### src/uart_shadow_cfg.svh
`ifndef UART_SHADOW_CFG_SVH
`define UART_SHADOW_CFG_SVH

// shadow slots: slot 10 sits at its fixed address, the rest around it
`define SHADOW_SLOT10_ADDR 32'h50001158
`define SHADOW_SLOT10_INDEX 32'h0000000a
`define SHADOW_SLOT_COUNT 32'h00000010
`define SHADOW_BASE_ADDR (`SHADOW_SLOT10_ADDR - (`SHADOW_SLOT10_INDEX << 2))
`define SHADOW_END_ADDR (`SHADOW_BASE_ADDR + (`SHADOW_SLOT_COUNT << 2))
`define SHADOW_RESET 32'h00000000
`define BYTE_RESET 8'h00

// control and status words placed just past the slots
`define CTRL_ADDR (`SHADOW_BASE_ADDR + 32'h00000040)
`define STATUS_ADDR (`SHADOW_BASE_ADDR + 32'h00000044)
`define CTRL_RESET 2'h0

// field positions
`define BYTE_MSB 7
`define CTRL_FIFO_EN_BIT 0
`define CTRL_IR_MODE_BIT 1
`define STAT_DR_BIT 0
`define STAT_OVR_BIT 1
`define STAT_TXLOST_BIT 2
`define STAT_TX_HOLDING_EMPTY_BIT 5
`define STAT_TXFULL_BIT 6

// fifo depth defaults
`define RX_DEPTH_DEFAULT 16
`define TX_DEPTH_DEFAULT 16

`endif

### src/uart_shadow_pkg.sv
`default_nettype none

package uart_shadow_pkg;

   // one register-port request, all strobes one cycle long
   typedef struct packed {
      logic [31:0] addr;
      logic [31:0] wdata;
      logic wr;
      logic rd;
   } bus_req_t;

   // one received character from a deserialiser
   typedef struct packed {
      logic valid;
      logic [7:0] data;
   } rx_char_t;

   // one character to transmit and the line it goes out on
   typedef struct packed {
      logic ir;
      logic [7:0] data;
   } tx_char_t;

endpackage

`default_nettype wire

### src/uart_shadow_port.sv
// Strobed register access was left to the implementer.
`timescale 1ns/1ps
`default_nettype none
`include "uart_shadow_cfg.svh"

module uart_shadow_port
   import uart_shadow_pkg::*;
#(
   parameter int RX_DEPTH = `RX_DEPTH_DEFAULT,
   parameter int TX_DEPTH = `TX_DEPTH_DEFAULT
) (
   // clock and reset
   input wire logic clk,
   input wire logic rst_b,
   // register port
   input wire bus_req_t bus_req,
   output logic [31:0] rdata,
   // received characters from the two deserialisers
   input wire rx_char_t uart_rx,
   input wire rx_char_t ir_rx,
   // characters toward the serialisers
   output logic tx_valid,
   output tx_char_t tx_char,
   input wire logic tx_ready,
   // line status seen by the rest of the uart
   output logic rx_data_ready,
   output logic tx_holding_empty,
   output logic overrun
);

   localparam int RCW = $clog2(RX_DEPTH + 1);
   localparam int RPW = $clog2(RX_DEPTH);
   localparam int TCW = $clog2(TX_DEPTH + 1);
   localparam int TPW = $clog2(TX_DEPTH);

   // pointers wrap for free only on powers of two
   if (RX_DEPTH < 2 || (RX_DEPTH & (RX_DEPTH - 1)) != 0) begin : g_bad_rx
      $error("uart_shadow_port: RX_DEPTH must be a power of two >= 2");
   end
   if (TX_DEPTH < 2 || (TX_DEPTH & (TX_DEPTH - 1)) != 0) begin : g_bad_tx
      $error("uart_shadow_port: TX_DEPTH must be a power of two >= 2");
   end

   // address decode
   logic slot_hit;
   logic wr_slot;
   logic rd_slot;
   logic wr_ctrl;
   logic rd_ctrl;
   logic rd_stat;

   // any of the sixteen aligned words reaches the same byte path
   assign slot_hit = (bus_req.addr >= `SHADOW_BASE_ADDR) &&
                     (bus_req.addr < `SHADOW_END_ADDR) &&
                     (bus_req.addr[1:0] == 2'h0);
   assign wr_slot = bus_req.wr & slot_hit;
   assign rd_slot = bus_req.rd & slot_hit;
   assign wr_ctrl = bus_req.wr & (bus_req.addr == `CTRL_ADDR);
   assign rd_ctrl = bus_req.rd & (bus_req.addr == `CTRL_ADDR);
   assign rd_stat = bus_req.rd & (bus_req.addr == `STATUS_ADDR);

   // control word: fifo enable and infrared mode
   logic [1:0] ctrl_q;
   logic fifo_en;
   logic ir_mode;
   logic flush;

   assign fifo_en = ctrl_q[`CTRL_FIFO_EN_BIT];
   assign ir_mode = ctrl_q[`CTRL_IR_MODE_BIT];
   // switching fifo mode empties both queues so no stale mix remains
   assign flush = wr_ctrl &
                  (bus_req.wdata[`CTRL_FIFO_EN_BIT] != fifo_en);

   always_ff @(posedge clk) begin
      if (!rst_b) begin
         ctrl_q <= `CTRL_RESET;
      end else if (wr_ctrl) begin
         ctrl_q <= bus_req.wdata[1:0];
      end
   end

   // receive queue
   logic [7:0] rx_mem [RX_DEPTH];
   logic [RPW-1:0] rx_rd_q;
   logic [RPW-1:0] rx_wr_q;
   logic [RCW-1:0] rx_cnt_q;
   logic [RCW-1:0] rx_cnt_d;
   logic rx_in_valid;
   logic [7:0] rx_in_byte;
   logic rx_full;
   logic rx_pop;
   logic rx_push;
   logic rx_ovw;
   logic rx_drop;
   logic [7:0] rx_head;

   // the active line's deserialiser feeds the queue
   assign rx_in_valid = ir_mode ? ir_rx.valid : uart_rx.valid;
   assign rx_in_byte = ir_mode ? ir_rx.data : uart_rx.data;
   // without fifos the queue is one character deep
   assign rx_full = fifo_en ? (rx_cnt_q == RCW'(RX_DEPTH)) :
                              (rx_cnt_q != '0);
   assign rx_pop = rd_slot & (rx_cnt_q != '0) & !flush;
   assign rx_push = rx_in_valid & (!rx_full | rx_pop) & !flush;
   assign rx_ovw = rx_in_valid & !fifo_en & rx_full & !rx_pop &
                   !flush;
   assign rx_drop = rx_in_valid & fifo_en & rx_full & !rx_pop &
                    !flush;
   assign rx_head = rx_mem[rx_rd_q];
   assign rx_cnt_d = flush ? '0 :
                     RCW'(rx_cnt_q + RCW'(rx_push) - RCW'(rx_pop));

   // one write port per entry: push at the tail, overwrite at the head
   // entries clear on reset so an early slot read shows the reset value
   for (genvar i = 0; i < RX_DEPTH; i++) begin : g_rx_mem
      logic we;
      assign we = (rx_push && rx_wr_q == RPW'(i)) ||
                  (rx_ovw && rx_rd_q == RPW'(i));
      always_ff @(posedge clk) begin
         if (!rst_b) begin
            rx_mem[i] <= `BYTE_RESET;
         end else if (we) begin
            rx_mem[i] <= rx_in_byte;
         end
      end
   end

   // pointers and fill level
   always_ff @(posedge clk) begin
      if (!rst_b || flush) begin
         rx_rd_q <= '0;
         rx_wr_q <= '0;
         rx_cnt_q <= '0;
      end else begin
         rx_rd_q <= rx_rd_q + RPW'(rx_pop);
         rx_wr_q <= rx_wr_q + RPW'(rx_push);
         rx_cnt_q <= rx_cnt_d;
      end
   end

   // data ready follows the fill level; a new byte beats a read-clear
   always_ff @(posedge clk) begin
      if (!rst_b) begin
         rx_data_ready <= 1'b0;
         overrun <= 1'b0;
      end else begin
         rx_data_ready <= (rx_cnt_d != '0);
         overrun <= rx_ovw | rx_drop | (overrun & !rd_stat);
      end
   end

   // transmit queue
   logic [7:0] tx_mem [TX_DEPTH];
   logic [TPW-1:0] tx_rd_q;
   logic [TPW-1:0] tx_wr_q;
   logic [TCW-1:0] tx_cnt_q;
   logic [TCW-1:0] tx_cnt_d;
   logic tx_full;
   logic tx_pop;
   logic tx_push;
   logic tx_ovw;
   logic tx_drop;
   logic tx_lost_q;
   logic buf_ready;
   tx_char_t buf_char;

   // only the low byte ever enters the queue
   assign tx_full = fifo_en ? (tx_cnt_q == TCW'(TX_DEPTH)) :
                              (tx_cnt_q != '0);
   assign tx_pop = (tx_cnt_q != '0) & buf_ready & !flush;
   assign tx_push = wr_slot & (!tx_full | tx_pop) & !flush;
   assign tx_ovw = wr_slot & !fifo_en & tx_full & !tx_pop &
                   !flush;
   assign tx_drop = wr_slot & fifo_en & tx_full & !tx_pop &
                    !flush;
   assign tx_cnt_d = flush ? '0 :
                     TCW'(tx_cnt_q + TCW'(tx_push) - TCW'(tx_pop));
   // route is taken when the byte leaves, so a mode switch applies
   assign buf_char = '{ir: ir_mode, data: tx_mem[tx_rd_q]};

   // per-entry write: append, or replace the pending byte
   for (genvar i = 0; i < TX_DEPTH; i++) begin : g_tx_mem
      logic we;
      assign we = (tx_push && tx_wr_q == TPW'(i)) ||
                  (tx_ovw && tx_rd_q == TPW'(i));
      always_ff @(posedge clk) begin
         if (!rst_b) begin
            tx_mem[i] <= `BYTE_RESET;
         end else if (we) begin
            tx_mem[i] <= bus_req.wdata[`BYTE_MSB:0];
         end
      end
   end

   // pointers and fill level
   always_ff @(posedge clk) begin
      if (!rst_b || flush) begin
         tx_rd_q <= '0;
         tx_wr_q <= '0;
         tx_cnt_q <= '0;
      end else begin
         tx_rd_q <= tx_rd_q + TPW'(tx_pop);
         tx_wr_q <= tx_wr_q + TPW'(tx_push);
         tx_cnt_q <= tx_cnt_d;
      end
   end

   // holding empty drops on the write that fills it
   always_ff @(posedge clk) begin
      if (!rst_b) begin
         tx_holding_empty <= 1'b1;
         tx_lost_q <= 1'b0;
      end else begin
         tx_holding_empty <= (tx_cnt_d == '0);
         tx_lost_q <= tx_drop | (tx_lost_q & !rd_stat);
      end
   end

   // buffer absorbs a serialiser stall without losing a byte
   uart_skid_buf #(
      .W($bits(tx_char_t))
   ) u_tx_buf (
      .clk(clk),
      .rst_b(rst_b),
      .in_valid(tx_pop),
      .in_data(buf_char),
      .in_ready(buf_ready),
      .out_valid(tx_valid),
      .out_data(tx_char),
      .out_ready(tx_ready)
   );

   // read data, one cycle after the strobe
   logic [31:0] status_word;
   logic [31:0] rdata_d;

   assign status_word = (32'(rx_data_ready) << `STAT_DR_BIT) |
                        (32'(overrun) << `STAT_OVR_BIT) |
                        (32'(tx_lost_q) << `STAT_TXLOST_BIT) |
                        (32'(tx_holding_empty) << `STAT_TX_HOLDING_EMPTY_BIT) |
                        (32'(tx_full) << `STAT_TXFULL_BIT);
   // stale head bytes are returned as is; data ready says if valid
   assign rdata_d = rd_slot ? {24'h000000, rx_head} :
                    rd_ctrl ? {30'h00000000, ctrl_q} :
                    rd_stat ? status_word : `SHADOW_RESET;

   // unmapped reads and idle cycles return zero
   always_ff @(posedge clk) begin
      if (!rst_b) begin
         rdata <= `SHADOW_RESET;
      end else begin
         rdata <= rdata_d;
      end
   end

   // checks
   AST_SLOT_UPPER_ZERO: assert property (
      @(posedge clk) disable iff (!rst_b)
      rd_slot |=> rdata[31:8] == 24'h000000)
      else $error("slot read returned nonzero upper bits");

   AST_SLOT_HEAD: assert property (
      @(posedge clk) disable iff (!rst_b)
      rd_slot && rx_cnt_q != '0 |=> rdata[7:0] == $past(rx_head))
      else $error("slot read did not return queue head");

   AST_DR_LEVEL: assert property (
      @(posedge clk) disable iff (!rst_b)
      rx_data_ready == (rx_cnt_q != '0))
      else $error("data ready disagrees with receive level");

   AST_RX_OVERWRITE: assert property (
      @(posedge clk) disable iff (!rst_b)
      rx_ovw |=> overrun && rx_cnt_q == RCW'(1) &&
                 rx_head == $past(rx_in_byte))
      else $error("unfifoed overrun did not overwrite and flag");

   AST_RX_DROP: assert property (
      @(posedge clk) disable iff (!rst_b)
      rx_drop |=> overrun && $stable(rx_cnt_q) && $stable(rx_wr_q))
      else $error("full receive fifo did not keep contents");

   AST_TX_HOLDING_EMPTY_CLEAR: assert property (
      @(posedge clk) disable iff (!rst_b)
      wr_slot && !fifo_en && tx_holding_empty |=> !tx_holding_empty)
      else $error("write left holding empty set");

   AST_TX_REPLACE: assert property (
      @(posedge clk) disable iff (!rst_b)
      tx_ovw |=> tx_cnt_q == TCW'(1) &&
                 tx_mem[tx_rd_q] == $past(bus_req.wdata[7:0]))
      else $error("pending byte not replaced by later write");

   AST_TX_BOUND: assert property (
      @(posedge clk) disable iff (!rst_b)
      fifo_en && tx_cnt_q != TCW'(TX_DEPTH) && wr_slot && !flush
      |=> tx_cnt_q != '0 && !tx_holding_empty)
      else $error("write below depth not accepted");

   AST_TX_DISCARD: assert property (
      @(posedge clk) disable iff (!rst_b)
      tx_drop |=> $stable(tx_cnt_q) && $stable(tx_wr_q) && tx_lost_q)
      else $error("write to full transmit fifo changed it");

   AST_TX_ROUTE: assert property (
      @(posedge clk) disable iff (!rst_b)
      tx_pop && buf_ready && !tx_valid
      |=> tx_valid && tx_char.ir == $past(ir_mode))
      else $error("transmitted byte went to wrong line");

   AST_SLOT_MIRROR: assert property (
      @(posedge clk) disable iff (!rst_b)
      rd_slot |=> rdata[7:0] == $past(rx_head))
      else $error("slot read did not mirror receive head");

   AST_RX_IDLE_LINE: assert property (
      @(posedge clk) disable iff (!rst_b)
      (ir_mode ? !ir_rx.valid : !uart_rx.valid) && !flush
      |=> rx_wr_q == $past(rx_wr_q))
      else $error("byte entered queue without active line valid");

   AST_RX_ACCEPT: assert property (
      @(posedge clk) disable iff (!rst_b)
      fifo_en && !rx_full && rx_in_valid && !flush
      |=> rx_cnt_q != '0 && rx_data_ready)
      else $error("receive fifo refused a byte below depth");

   AST_OVR_STICKY: assert property (
      @(posedge clk) disable iff (!rst_b)
      overrun && !rd_stat |=> overrun)
      else $error("overrun cleared without status read");

   AST_TX_HOLDING_EMPTY_LEVEL: assert property (
      @(posedge clk) disable iff (!rst_b)
      tx_holding_empty == (tx_cnt_q == '0))
      else $error("holding empty disagrees with transmit level");

   AST_WR_LOW_BYTE: assert property (
      @(posedge clk) disable iff (!rst_b)
      tx_push |=> tx_mem[$past(tx_wr_q)] == $past(bus_req.wdata[7:0]))
      else $error("queued byte differs from written low byte");

endmodule

`default_nettype wire

### src/uart_skid_buf.sv
`timescale 1ns/1ps
`default_nettype none

// two-entry buffer; outputs and in_ready come straight from flops
module uart_skid_buf #(
   parameter int W = 9
) (
   // clock and reset
   input wire logic clk,
   input wire logic rst_b,
   // filling side
   input wire logic in_valid,
   input wire logic [W-1:0] in_data,
   output logic in_ready,
   // draining side
   output logic out_valid,
   output logic [W-1:0] out_data,
   input wire logic out_ready
);

   if (W < 1) begin : g_bad_width
      $error("uart_skid_buf: W must be at least 1");
   end

   logic [W-1:0] e1_q;
   logic v1_q;
   logic push;
   logic pop;

   assign push = in_valid & in_ready;
   assign pop = out_valid & out_ready;

   // head entry refills from the spare entry first to keep order
   always_ff @(posedge clk) begin
      if (!rst_b) begin
         out_valid <= 1'b0;
         v1_q <= 1'b0;
      end else begin
         out_valid <= pop ? (v1_q | push) : (out_valid | push);
         v1_q <= pop ? (v1_q & push) : (v1_q | (push & out_valid));
      end
   end

   // data moves without reset; valid flags qualify it
   always_ff @(posedge clk) begin
      if (pop) begin
         out_data <= v1_q ? e1_q : in_data;
      end else if (push && !out_valid) begin
         out_data <= in_data;
      end
      if (push && ((pop && v1_q) || (!pop && out_valid))) begin
         e1_q <= in_data;
      end
   end

   // ready is low in reset and when both entries hold a word
   always_ff @(posedge clk) begin
      if (!rst_b) begin
         in_ready <= 1'b0;
      end else begin
         in_ready <= !(pop ? (v1_q & push) : (v1_q | (push & out_valid)));
      end
   end

   // a stalled word holds still until taken
   AST_SKID_HOLD: assert property (@(posedge clk) disable iff (!rst_b)
      out_valid && !out_ready |=> out_valid && $stable(out_data))
      else $error("buffer head changed while stalled");

endmodule

`default_nettype wire
### config.mk
export PLATFORM = sky130hd
export DESIGN_NAME = uart_shadow_port
export DESIGN_NICKNAME = d
export VERILOG_FILES = /design/src/uart_shadow_pkg.sv /design/src/uart_shadow_port.sv /design/src/uart_skid_buf.sv
export VERILOG_INCLUDE_DIRS = /design/src
export SDC_FILE = /design/constraint.sdc
export NUM_CORES = 1
export LEC_CHECK = 0
export ABC_AREA = 1
export BUFFER_PORTS_ARGS = -buffer_cell sky130_fd_sc_hd__buf_2
export CAP_MARGIN = 20
export CORE_ASPECT_RATIO = 1.75
export CORE_MARGIN = 2
export CORE_UTILIZATION = 25
export DETAILED_ROUTE_END_ITERATION = 8
export SKIP_CTS_REPAIR_TIMING = 1
export SLEW_MARGIN = 0
export SYNTH_ARGS = -nofsm -noshare
export SYNTH_HDL_FRONTEND = slang
export SYNTH_SLANG_ARGS = --single-unit
### constraint.sdc
create_clock -name clk -period 4.3 [get_ports clk]
set_clock_uncertainty 0.15 [all_clocks]
set_input_delay 0.86 -clock clk [delete_from_list [all_inputs] [get_ports clk]]
set_output_delay 0.86 -clock clk [all_outputs]
set_load 0.01 [all_outputs]
==> summary.txt <==
Status
  – Status: completed

Clock network
  – Clock sink count: 317
  – CTS Buf Count: 34
  – CTS Root Cell: clkbuf_16
  – H-tree depth: 2
  – Max Buffers Root-to-Sink: 3
  – CTS tree: yes
  – Clock slew at reported path FFs: 0.06 ns
  – Worst skew pair latency: 0.52 ns

Floorplanning
  – Ports: 132
  – Die area: 63,100 um^2
  – Die Wd: 191 um
  – Row cnt: 119
  – Die Y: 331 um
  – Core area: 60,300 um^2
  – Initial core utilization: 0.253

Cells and area
  – Share of layout cells above drive strength 1: 0.165
  – Layout area overhead: 15.1%
  – Fin cells: 2,412
  – Nets@finish: 1,710
  – Post-layout util: 0.291

Synth
  – Synth Area in Compound Gates: 0.0667
  – Yosys cell types: 43
  – Cell count after synthesis: 1,521
  – Main synth FF type: edfxtp_1
  – Mux cell area share after synthesis: 0.0126
  – Simple-gate portion of the synthesized area: 0.243
  – Largest family of logic cells by synthesized area: simple AND/OR/NAND/NOR gates
  – Synth Register Bits: 317
  – Post-Syn Area: 15,300 um^2
  – Count leader, synth: nor2_1
  – Post-synth ARST share: 0
  – Sequential area share after synthesis: 0.595
  – XOR/XNOR share of the synthesized area: 0.00803
  – Post-synthesis adder-cell area fraction: 0.0190
  – Syn. warnings: 0
  – Mean Syn Cell Area: 10.0 um^2
  – Yosys top cell area share: 0.539
  – Area leader, netlist: edfxtp_1
  – Synth top area cells: edfxtp_1 (54%), nor2_1 (7.9%), dfxtp_1 (5.6%), nand2_1 (5.0%), a22oi_1 (4.8%)
  – Commonest cells in the netlist: nor2_1 (321), edfxtp_1 (274), nand2_1 (203)
  – Post-synth EDFFs: 274

Power and ir drop
  – Seq pwr share: 0.458
  – Switching Fraction: 0.292
  – Comb pwr share: 0.199
  – Static Leak: 0.00699 uW
  – Internal power: 5750 uW
  – Psw: 2370 uW
  – PD cells: 462 nW/um^2
  – Clock share of power: 0.343
  – Worst vdd ir: 0.234 mV

Route
  – Vias: 11.2k
  – Via-per-instance ratio: 4.65
  – Final WL: 41,900 um
  – Iter 0 DRT Violations: 748
  – 1st-pass router iterations: 6
  – WL/cell: 17.4 um
  – DRC errors left: 0
  – Antenna Nets Post-Route: 0

Min path
  – Hold path cells: 2
  – Hold_sp: tx_lost_q
  – Hold Crit Class: reg2reg
  – Hold Crit Endpoint: tx_lost_q

Placement
  – Placed Cells incl. Taps: 2,350
  – Setup WS pre-CTS: -0.0636 ns
  – IO buf count: 83
  – GPL Wtd Cong: 0.933
  – HPWL Detailed: 31,100 um

GRT
  – Vias in the first global route: 11.6k
  – Total global routing overflow: 0
  – GRT Total Usage: 0.133
  – First-pass GRT wire length: 64,300 um
  – Largest net degree at the start of global routing: 67
  – Initial antenna violation count: 3

Timing
  – Slew headroom: 0.298
  – Hold Vio Cnt, Final: 0
  – Max Slew Vio Count: 0
  – Fin crit share: 0.909
  – WHS: 0.361 ns
  – Fin worst setup slack: 0.391 ns
  – Final worst path period need: 3.91 ns
  – Finish-stage setup viols: 0
  – Maximum clock frequency: 256 MHz
  – RSZ-0062 raised after global routing: no
  – Slew of the pin with the lowest slew margin: 1.05 ns

Critical path
  – Crit path DAT: 4.22 ns
  – Worst Setup Path Type: in2reg
  – Worst Reg-to-Reg Cells: 21
  – Startpoint Class: input pin
  – Worst R2R End: tx_holding_empty
  – Reg-to-Reg Start: tx_cnt_q[3]
  – Crit. End Element: register
  – Crit Path Max Fanout: 2
  – R2r setup slk: 0.89 ns
  – WP data required: 4.61 ns

Flow run
  – Max-Cap Viols: 0
[logic make-up (layout without fill, tap and decap cells)]
family,Yosys count,in the layout
AO/OA/AOI/OAI,145,145
XOR/XNOR,14,14
adder cells (fa/ha/maj),22,22
buffers and inverters,192,272
flip-flops,317,317
multiplexers,18,18
other,1,26
AND/OR/NAND/NOR,812,812
[final cells by class]
cell class	instances	area, um^2
diodes	2	5.00
clock buffers	46	960
repair buffers	115	659
well taps	786	983
fillers	6261	42700
clock inverters	13	85.1
flip-flops and latches	317	9090
multi-input cells	1035	5430
inverters	98	368
[state kept, by name, summed over array words and instances (netlist names), 4 cells and up]
signal,cells
rx_mem,128
tx_mem,128
u_tx_buf.e1_q,9
u_tx_buf.out_data,9
rdata,8
rx_cnt_q,5
tx_cnt_q,5
rx_rd_q,4
rx_wr_q,4
tx_rd_q,4
tx_wr_q,4
[power groups by stage]
stage	clock network [uW]	logic [uW]	registers [uW]
finish	2790	1610	3720
detailed placement	0	1610	3790
CTS	2840	1620	3720
floorplan	0	1080	3770
global route	2950	1790	3740
global placement	0	1570	3780
[metal layers]
layer / GRT usage / wire (um) / part of all wire
met1: 0.131 / 14400 / 0.34
met2: 0.262 / 23200 / 0.55
met3: 0.0178 / 1930 / 0.046
met4: 0.0730 / 2450 / 0.058
met5: 0 / 0 / 0
[how the worst max path moves through the flow]
stage,start,end,slack [ns],depth (start not counted)
detailed placement,bus_req[35],tx_holding_empty,-0.06,22
CTS,bus_req[35],tx_holding_empty,0.46,22
global route,bus_req[35],tx_holding_empty,0.19,22
global placement,bus_req[35],tx_holding_empty,0.02,22
floorplan,bus_req[54],rx_data_ready,0.45,22
finish,bus_req[35],tx_holding_empty,0.39,22
[placed cells by master, fill, tap and decap left out, types with 43 or more instances in the layout]
cell type | netlist | routed
nor2_2 | 46 | 49
a22oi_1 | 97 | 97
inv_1 | 92 | 91
edfxtp_1 | 274 | 274
nand3_1 | 135 | 135
nand4_1 | 43 | 43
buf_2 | 12 | 83
dfxtp_1 | 43 | 43
nor2_1 | 321 | 318
nand2_1 | 203 | 203
[metrics by stage]
step	setup TNS, ns	instance area (um^2)	total power, uW
after detailed placement	-0.0636	16500	5400
final	0	17600	8120
after floorplan	0	15400	4850
after global placement	0	16500	5350
after CTS	0	17600	8180
after global routing	0	17600	8480
[critical path, stage by stage]
cell,delay [ns]
buf_2,0.11
nor2_1,0.14
nand2_1,0.11
nor3_1,0.15
nor3b_1,0.48
buf_4,0.19
nand4_1,0.10
nand2_1,0.16
inv_1,0.08
ha_1,0.28
inv_1,0.04
ha_1,0.20
fa_1,0.40
nand2_1,0.08
inv_1,0.05
nor2_1,0.08
o21bai_1,0.08
xor2_1,0.20
inv_1,0.06
nand2_1,0.05
nand4_1,0.17
nand2_1,0.13
Power figures use the tool's default switching activity.
